### src/core/clcr_pkg.sv
package clcr_pkg;
   // Register locations
   localparam logic [7:0] TERM_ADDR = 8'h04;
   localparam logic [7:0] VBAT_ADDR = 8'h05;
   localparam logic [7:0] SYS_ADDR = 8'h06;
   // Reset values
   localparam logic [7:0] TERM_RESET = 8'h0e;
   localparam logic [7:0] VBAT_RESET = 8'h78;
   localparam logic [7:0] SYS_RESET = 8'haa;
   // Termination register fields
   localparam int TERM_RANGE_BIT = 7;
   localparam int TERM_CODE_MSB = 6;
   localparam int TERM_CODE_LSB = 2;
   localparam int TERM_EN_BIT = 1;
   // Low range current: 500 uA * (code + 1), at most 5 mA
   localparam logic [4:0] TERM_LOW_MAX_CODE = 5'h09;
   localparam int TERM_LOW_STEP_UA = 500;
   localparam int TERM_LOW_BASE_UA = 500;
   localparam int TERM_HIGH_STEP_UA = 1000;
   localparam int TERM_HIGH_BASE_UA = 6000;
   // Battery voltage fields: 3.6 V + code * 10 mV, at most 4.65 V
   localparam int VBAT_CODE_MSB = 7;
   localparam int VBAT_CODE_LSB = 1;
   localparam logic [6:0] VBAT_MAX_CODE = 7'h69;
   localparam int VBAT_BASE_MV = 3600;
   localparam int VBAT_STEP_MV = 10;
   localparam logic [7:0] READ_UNMAPPED = 8'h00;
endpackage : clcr_pkg

### src/core/clcr_clamp.sv
`timescale 1ns/1ps
`default_nettype none
module clcr_clamp #(
   parameter int WIDTH = 5
) (
   // Raw code and limit
   input wire logic [WIDTH-1:0] code_in,
   input wire logic [WIDTH-1:0] max_code,
   input wire logic limit_on,
   // Clamped code
   output logic [WIDTH-1:0] code_out
);
   if (WIDTH < 1) begin : g_width
      $error("Clamp width must be at least one bit");
   end
   wire over = limit_on && (code_in > max_code);
   assign code_out = over ? max_code : code_in;
endmodule : clcr_clamp
`default_nettype wire

### src/core/clcr_regs.sv
`timescale 1ns/1ps
`default_nettype none
module clcr_regs (
   // Clock and reset
   input wire logic sys_clk,
   input wire logic srst,
   // Register port from the serial interface
   input wire logic reg_wr,
   input wire logic [7:0] reg_addr,
   input wire logic [7:0] reg_wdata,
   output logic [7:0] reg_rdata,
   // Power-up defaults
   input wire logic default_load,
   input wire logic term_pin_grounded,
   input wire logic [7:0] term_pin_default,
   input wire logic [7:0] term_otp_default,
   input wire logic [7:0] vbat_otp_default,
   // Regulation loop status
   input wire logic cc_loop_active,
   input wire logic voltage_regulation_loop,
   // Charger settings
   output logic term_range_select,
   output logic [4:0] term_current_code,
   output logic term_active,
   output logic [15:0] term_current_ua,
   output logic [6:0] batt_reg_voltage_code,
   output logic [12:0] batt_reg_target_mv,
   output logic [7:0] system_output_voltage
);
   logic [7:0] termination_precharge_current;
   logic [7:0] battery_regulation_voltage;
   logic [7:0] system_output_voltage_q;

   // Shared by the write strobes and the read mux
   function automatic logic addr_hit(input logic [7:0] addr,
                                     input logic [7:0] loc);
      return addr == loc;
   endfunction : addr_hit

   wire term_sel = addr_hit(reg_addr, clcr_pkg::TERM_ADDR);
   wire vbat_sel = addr_hit(reg_addr, clcr_pkg::VBAT_ADDR);
   wire sys_sel = addr_hit(reg_addr, clcr_pkg::SYS_ADDR);

   wire [7:0] term_default = term_pin_grounded ? term_otp_default
                                               : term_pin_default;
   wire [7:0] term_src = default_load ? term_default : reg_wdata;
   wire [7:0] vbat_src = default_load ? vbat_otp_default : reg_wdata;
   wire term_load = default_load || (reg_wr && term_sel);
   wire vbat_load = default_load || (reg_wr && vbat_sel);
   wire sys_load = reg_wr && sys_sel;

   logic [4:0] term_code_clamped;
   logic [6:0] vbat_code_clamped;

   clcr_clamp #(.WIDTH(5)) u_term_clamp (
      .code_in(term_src[clcr_pkg::TERM_CODE_MSB:clcr_pkg::TERM_CODE_LSB]),
      .max_code(clcr_pkg::TERM_LOW_MAX_CODE),
      .limit_on(!term_src[clcr_pkg::TERM_RANGE_BIT]),
      .code_out(term_code_clamped)
   );

   clcr_clamp #(.WIDTH(7)) u_vbat_clamp (
      .code_in(vbat_src[clcr_pkg::VBAT_CODE_MSB:clcr_pkg::VBAT_CODE_LSB]),
      .max_code(clcr_pkg::VBAT_MAX_CODE),
      .limit_on(1'b1),
      .code_out(vbat_code_clamped)
   );

   // stored value is the saturated one
   wire [7:0] next_term = {term_src[7], term_code_clamped, term_src[1:0]};
   wire [7:0] next_vbat = {vbat_code_clamped, vbat_src[0]};

   always_ff @(posedge sys_clk) begin
      if (srst) begin
         termination_precharge_current <= clcr_pkg::TERM_RESET;
      end else if (term_load) begin
         termination_precharge_current <= next_term;
      end
   end

   always_ff @(posedge sys_clk) begin
      if (srst) begin
         battery_regulation_voltage <= clcr_pkg::VBAT_RESET;
      end else if (vbat_load) begin
         battery_regulation_voltage <= next_vbat;
      end
   end

   always_ff @(posedge sys_clk) begin
      if (srst) begin
         system_output_voltage_q <= clcr_pkg::SYS_RESET;
      end else if (sys_load) begin
         system_output_voltage_q <= reg_wdata;
      end
   end

   // Decoded settings
   wire [7:0] term_q = termination_precharge_current;
   wire [4:0] tcode = term_q[clcr_pkg::TERM_CODE_MSB:clcr_pkg::TERM_CODE_LSB];
   wire [7:0] vbat_q = battery_regulation_voltage;
   wire [6:0] vcode = vbat_q[clcr_pkg::VBAT_CODE_MSB:clcr_pkg::VBAT_CODE_LSB];
   wire [15:0] low_ua = 16'(clcr_pkg::TERM_LOW_BASE_UA +
                            int'(tcode) * clcr_pkg::TERM_LOW_STEP_UA);
   wire [15:0] high_ua = 16'(clcr_pkg::TERM_HIGH_BASE_UA +
                             int'(tcode) * clcr_pkg::TERM_HIGH_STEP_UA);
   wire [15:0] next_term_ua = term_q[clcr_pkg::TERM_RANGE_BIT] ? high_ua
                                                              : low_ua;
   wire [12:0] next_vbat_mv = 13'(clcr_pkg::VBAT_BASE_MV +
                                  int'(vcode) * clcr_pkg::VBAT_STEP_MV);
   // only CC or voltage loop permits termination
   wire next_term_active = term_q[clcr_pkg::TERM_EN_BIT] &&
                           (cc_loop_active || voltage_regulation_loop);

   // Decoded values must fit their ports, or the casts above would wrap
   localparam int TERM_CODE_TOP = (1 << $bits(term_current_code)) - 1;
   localparam int TERM_UA_TOP = clcr_pkg::TERM_HIGH_BASE_UA +
                                TERM_CODE_TOP * clcr_pkg::TERM_HIGH_STEP_UA;
   localparam int VBAT_MV_TOP = clcr_pkg::VBAT_BASE_MV +
      int'(clcr_pkg::VBAT_MAX_CODE) * clcr_pkg::VBAT_STEP_MV;
   if (TERM_UA_TOP >= (1 << $bits(term_current_ua))) begin : g_ua_fit
      $error("Termination current does not fit its port");
   end
   if (VBAT_MV_TOP >= (1 << $bits(batt_reg_target_mv))) begin : g_mv_fit
      $error("Battery target does not fit its port");
   end
   // Field positions must match the code widths and the byte
   if (clcr_pkg::TERM_CODE_MSB - clcr_pkg::TERM_CODE_LSB + 1 !=
       $bits(term_current_code)) begin : g_term_field
      $error("Termination code field has the wrong width");
   end
   if (clcr_pkg::VBAT_CODE_MSB - clcr_pkg::VBAT_CODE_LSB + 1 !=
       $bits(batt_reg_voltage_code)) begin : g_vbat_field
      $error("Battery code field has the wrong width");
   end
   if (clcr_pkg::TERM_RANGE_BIT > 7 ||
       clcr_pkg::VBAT_CODE_MSB > 7) begin : g_in_byte
      $error("Field lies outside the register byte");
   end

   wire [7:0] next_rdata = term_sel ? termination_precharge_current :
                           vbat_sel ? battery_regulation_voltage :
                           sys_sel ? system_output_voltage_q :
                           clcr_pkg::READ_UNMAPPED;

   always_ff @(posedge sys_clk) begin
      if (srst) begin
         reg_rdata <= 8'h00;
      end else begin
         reg_rdata <= next_rdata;
      end
   end

   // Termination settings to the charger
   always_ff @(posedge sys_clk) begin
      if (srst) begin
         term_range_select <= 1'b0;
         term_current_code <= 5'h00;
         term_current_ua <= 16'h0000;
      end else begin
         term_range_select <= term_q[clcr_pkg::TERM_RANGE_BIT];
         term_current_code <= tcode;
         term_current_ua <= next_term_ua;
      end
   end

   // Termination permit, follows loop status every cycle
   always_ff @(posedge sys_clk) begin
      if (srst) begin
         term_active <= 1'b0;
      end else begin
         term_active <= next_term_active;
      end
   end

   // Battery regulation settings to the charger
   always_ff @(posedge sys_clk) begin
      if (srst) begin
         batt_reg_voltage_code <= 7'h00;
         batt_reg_target_mv <= 13'h0000;
      end else begin
         batt_reg_voltage_code <= vcode;
         batt_reg_target_mv <= next_vbat_mv;
      end
   end

   always_ff @(posedge sys_clk) begin
      if (srst) begin
         system_output_voltage <= 8'h00;
      end else begin
         system_output_voltage <= system_output_voltage_q;
      end
   end
endmodule : clcr_regs
`default_nettype wire

### config.mk
export PLATFORM = sky130hd
export DESIGN_NAME = clcr_regs
export DESIGN_NICKNAME = d
export VERILOG_FILES = /design/src/core/clcr_pkg.sv /design/src/core/clcr_clamp.sv /design/src/core/clcr_regs.sv
export SDC_FILE = /design/constraint.sdc
export NUM_CORES = 1
export LEC_CHECK = 0
export CAP_MARGIN = 30
export CELL_PAD_IN_SITES_DETAIL_PLACEMENT = 1
export CELL_PAD_IN_SITES_GLOBAL_PLACEMENT = 2
export CORE_ASPECT_RATIO = 1.5
export CORE_UTILIZATION = 38
export DETAILED_ROUTE_END_ITERATION = 8
export DONT_BUFFER_PORTS = 1
export GPL_TIMING_DRIVEN = 0
export MAX_ROUTING_LAYER = met4
export PLACE_DENSITY_LB_ADDON = 0.25
export SYNTH_ARGS = -nofsm -noshare
export SYNTH_HDL_FRONTEND = slang
export SYNTH_SLANG_ARGS = --single-unit
### constraint.sdc
create_clock -name sys_clk -period 4.9 [get_ports sys_clk]
set_input_delay 0.49 -clock sys_clk [delete_from_list [all_inputs] [get_ports sys_clk]]
set_output_delay 0.49 -clock sys_clk [all_outputs]
set_load 0.005 [all_outputs]
==> metrics.md <==
| Metric | Value |
|---|---|
| Status | `completed` |
| Via count | `3442` |
| Die height | `135 um` |
| Share of layout cells above drive strength 1 | `11.8%` |
| Largest net degree at the start of global routing | `16` |
| Clock root buffer | `clkbuf_16` |
| Num ports | `106` |
| Worst min path class | `in -> reg` |
| FF-to-FF End | `term_current_ua[14]` |
| Max-Slew Margin vs Limit | `54.5%` |
| Cells after Synth | `474` |
| Clock-pin slew on the worst setup and hold paths | `60 ps` |
| Max stage delay on crit path | `590 ps` |
| Post-layout util | `43.0%` |
| Endpoints failing setup | `0` |
| WL/cell | `19.3 um` |
| TritonCTS buffer count | `9` |
| Port buffer count | `0` |
| Cell mode on critical path | `fa_1` |
| Yosys cell types | `59` |
| Leakage power | `2.07 nW` |
| First-pass GRT wire length | `19500 um` |
| Post-synth EDFFs | `0` |
| Nets | `582` |
| WS Path Type | `reg -> reg` |
| Die W | `90.4 um` |
| Post-place setup slack | `485 ps` |
| Total core area | `0.0115 mm2` |
| Drt pass-1 iters | `4` |
| CTS max path bufs | `2` |
| Worst-margin pin slew | `683 ps` |
| Hold path depth | `1` |
| Clk_skew | `5.16 ps` |
| Cts repair resizes | `0` |
| Fin. max-slew vios | `0` |
| Final WS setup | `512 ps` |
| Crit. End Element | `register` |
| Clk_lat worst skew | `330 ps` |
| RePlAce Congestion | `0.827` |
| Clock Sinks | `78` |
| FF+latch count, synth | `78` |
| Main synth FF type | `dfxtp_1` |
| Critical Path Fanout Max | `8` |
| Final wirelength | `12400 um` |
| Setup bufs post-CTS | `0` |
| Gr usage total | `21.8%` |
| Worst R2R Start | `term_q[4]` |
| Fin. Hold Viols | `0` |
| Reg2reg path depth | `13` |
| Placed Cells | `626` |
| Share of flip-flops with an asynchronous set or reset | `0%` |
| Rows | `48` |
| Hold bufs inserted after CTS | `0` |
| Post-DRT Antenna Nets | `0` |
| Hold_ws | `272 ps` |
| RSZ-0062 raised after global routing | `no` |
| PwrDens | `474 mW/mm2` |
| Worst VDD drop | `339 uV` |
| Placed Instance Area | `0.00465 mm2` |
| DRT iter0 DRCs | `100` |
| Area Growth Syn to Fin | `10.7%` |
| DRC violations left | `0` |
| Final std cells w/o fill | `642` |
| Final min period | `4390 ps` |
| Finished layout cell area | `0.00493 mm2` |
| Initial Utilization | `38.8%` |
| Die Area | `0.0122 mm2` |
| Critical path startpoint category | `register` |
| Hold Crit Endpoint | `system_output_voltage_q[1]` |
| Final TNS setup | `0 ps` |
| R2R Setup Slk | `510 ps` |
| Post-layout power | `2.34 mW` |
| Worst endpoint required time | `5140 ps` |
| Syn Area/Cell | `9.40 um2` |
| Min-delay src | `reg_wdata[1]` |
| CTS tree | `yes` |
| Worst Path Arrival | `4630 ps` |
| YS warnings | `0` |
| Fin crit share | `89.5%` |
| Antenna Cells | `0` |
| Routed vias/inst | `5.36` |
| Hpwl dp | `10000 um` |
| H-tree depth | `3` |
| Number of global-route vias before repair | `3602` |
| Peak Freq | `228 MHz` |
| Syn Std Cell Area | `0.00446 mm2` |
| Sequential-to-total area share from yosys stat | `35.0%` |
| Initial antenna violation count | `0` |
| Critical path's slowest cell | `dfxtp_1` |
| Global route overflow | `0` |
| CP Cell Sequence | `fa_1 > fa_1 > inv_1 > fa_1 > inv_1 > ha_1 > a21o_1 > a221oi_2 > xnor2_2 > nand2_1 > nor3_2 > a31oi_1 > o32ai_1` |
| Max_cap viols | `0` |
-- area by class of cell --
| type | instances | area (um2) |
|---|---|---|
| Buffer | 25 | 145 |
| Fill cell | 1330 | 6540 |
| Multi-Input combinational cell | 336 | 2620 |
| Tap cell | 150 | 188 |
| Clock inverter | 7 | 55.1 |
| Sequential cell | 78 | 1560 |
| Inverter | 37 | 139 |
| Clock buffer | 9 | 225 |
-- placed cells by master (no fill, tap or decap), drive strengths merged, types with 8 or more instances in the layout --
cell     n
a21oi   37
nor3    11
inv     41
mux2i   12
buf     10
a211oi  12
nor2b   31
nor2    53
o21ai   17
xnor2   14
nand2   12
fa      11
ha      37
clkbuf  24
xor2    11
dfxtp   78
o221a    8
-- metal layers --
metal  wire length, um  GRT usage, %  part of all wire (%)
met1              4650          22.1                    37
met2              7080          41.5                    57
met3               417          3.49                   3.4
met4               269          8.51                   2.2
met5                 0             -                     0
-- synthesized netlist by cell type (3+ instances only) --
master / n / area [um2]
o21a_1: 3 / 22.5
a211o_1: 6 / 52.6
nand2b_1: 6 / 37.5
a21oi_1: 34 / 170
o221a_2: 8 / 90.1
buf_4: 5 / 37.5
nor2_1: 52 / 195
a311oi_1: 3 / 26.3
xor2_1: 9 / 78.8
a211oi_1: 10 / 75.1
xnor2_2: 3 / 48.8
nor2b_1: 31 / 194
fa_1: 11 / 220
o21ai_0: 16 / 80.1
xnor2_1: 11 / 96.3
a21o_1: 5 / 37.5
nand3_1: 3 / 15.0
buf_1: 3 / 11.3
nand2_1: 12 / 45.0
mux2_2: 3 / 33.8
nor3b_1: 3 / 22.5
dfxtp_1: 78 / 1560
a31oi_1: 5 / 31.3
ha_1: 37 / 463
clkbuf_8: 3 / 41.3
mux2i_1: 12 / 120
nor3_1: 9 / 45.0
inv_1: 37 / 139
and3_1: 4 / 25.0
clkbuf_1: 12 / 45.0
-- worst max-delay path, delay by kind of cell, from the launching register on --
family / cells / cell delay [ps]
flip-flops: 1 / 590
XOR/XNOR: 1 / 220
buffers and inverters: 2 / 90
AND/OR/NAND/NOR: 2 / 450
AO/OA/AOI/OAI: 4 / 920
adder cells (fa/ha/maj): 4 / 2000
-- power breakdown --
| group | leakage [nW] | total [mW] | internal [mW] | switching [mW] |
|---|---|---|---|---|
| logic | 1.30 | 0.952 | 0.377 | 0.575 |
| registers | 0.643 | 0.750 | 0.703 | 0.0469 |
| clock network | 0.133 | 0.636 | 0.349 | 0.286 |
-- how the worst max path moves through the flow --
stage	endpoint	cells after the start	start	slack [ps]
finish	term_current_ua[14]	13	term_q[4]	510
global route	term_current_ua[14]	13	term_q[4]	310
CTS	term_current_ua[14]	13	term_q[4]	480
detailed placement	term_current_ua[14]	13	term_q[4]	480
global placement	term_current_ua[14]	13	term_q[4]	590
floorplan	term_current_ua[14]	13	term_q[4]	1050
-- cell families (layout without fill, tap and decap cells) --
family | Yosys count | after routing | synth area share, %
and+or+nand+nor | 131 | 131 | 14.9
adders and majority gates | 48 | 48 | 15.3
xor gates and xnor gates | 25 | 25 | 6.26
muxes | 15 | 15 | 3.45
AOI/OAI and AO/OA | 114 | 114 | 18.5
other | 1 | 3 | 0.0842
DFF | 78 | 78 | 35.0
buffers and inverters | 62 | 78 | 6.37
-- registers in the layout, indices dropped and copies added (netlist names) --
name / cells
system_output_voltage_q: 8
reg_rdata: 8
term_current_code: 5
batt_reg_voltage_code: 7
batt_reg_target_mv: 10
term_range_select: 1
battery_regulation_voltage: 8
term_active: 1
term_q: 8
term_current_ua: 14
system_output_voltage: 8
(Power assumes the default switching activity.)
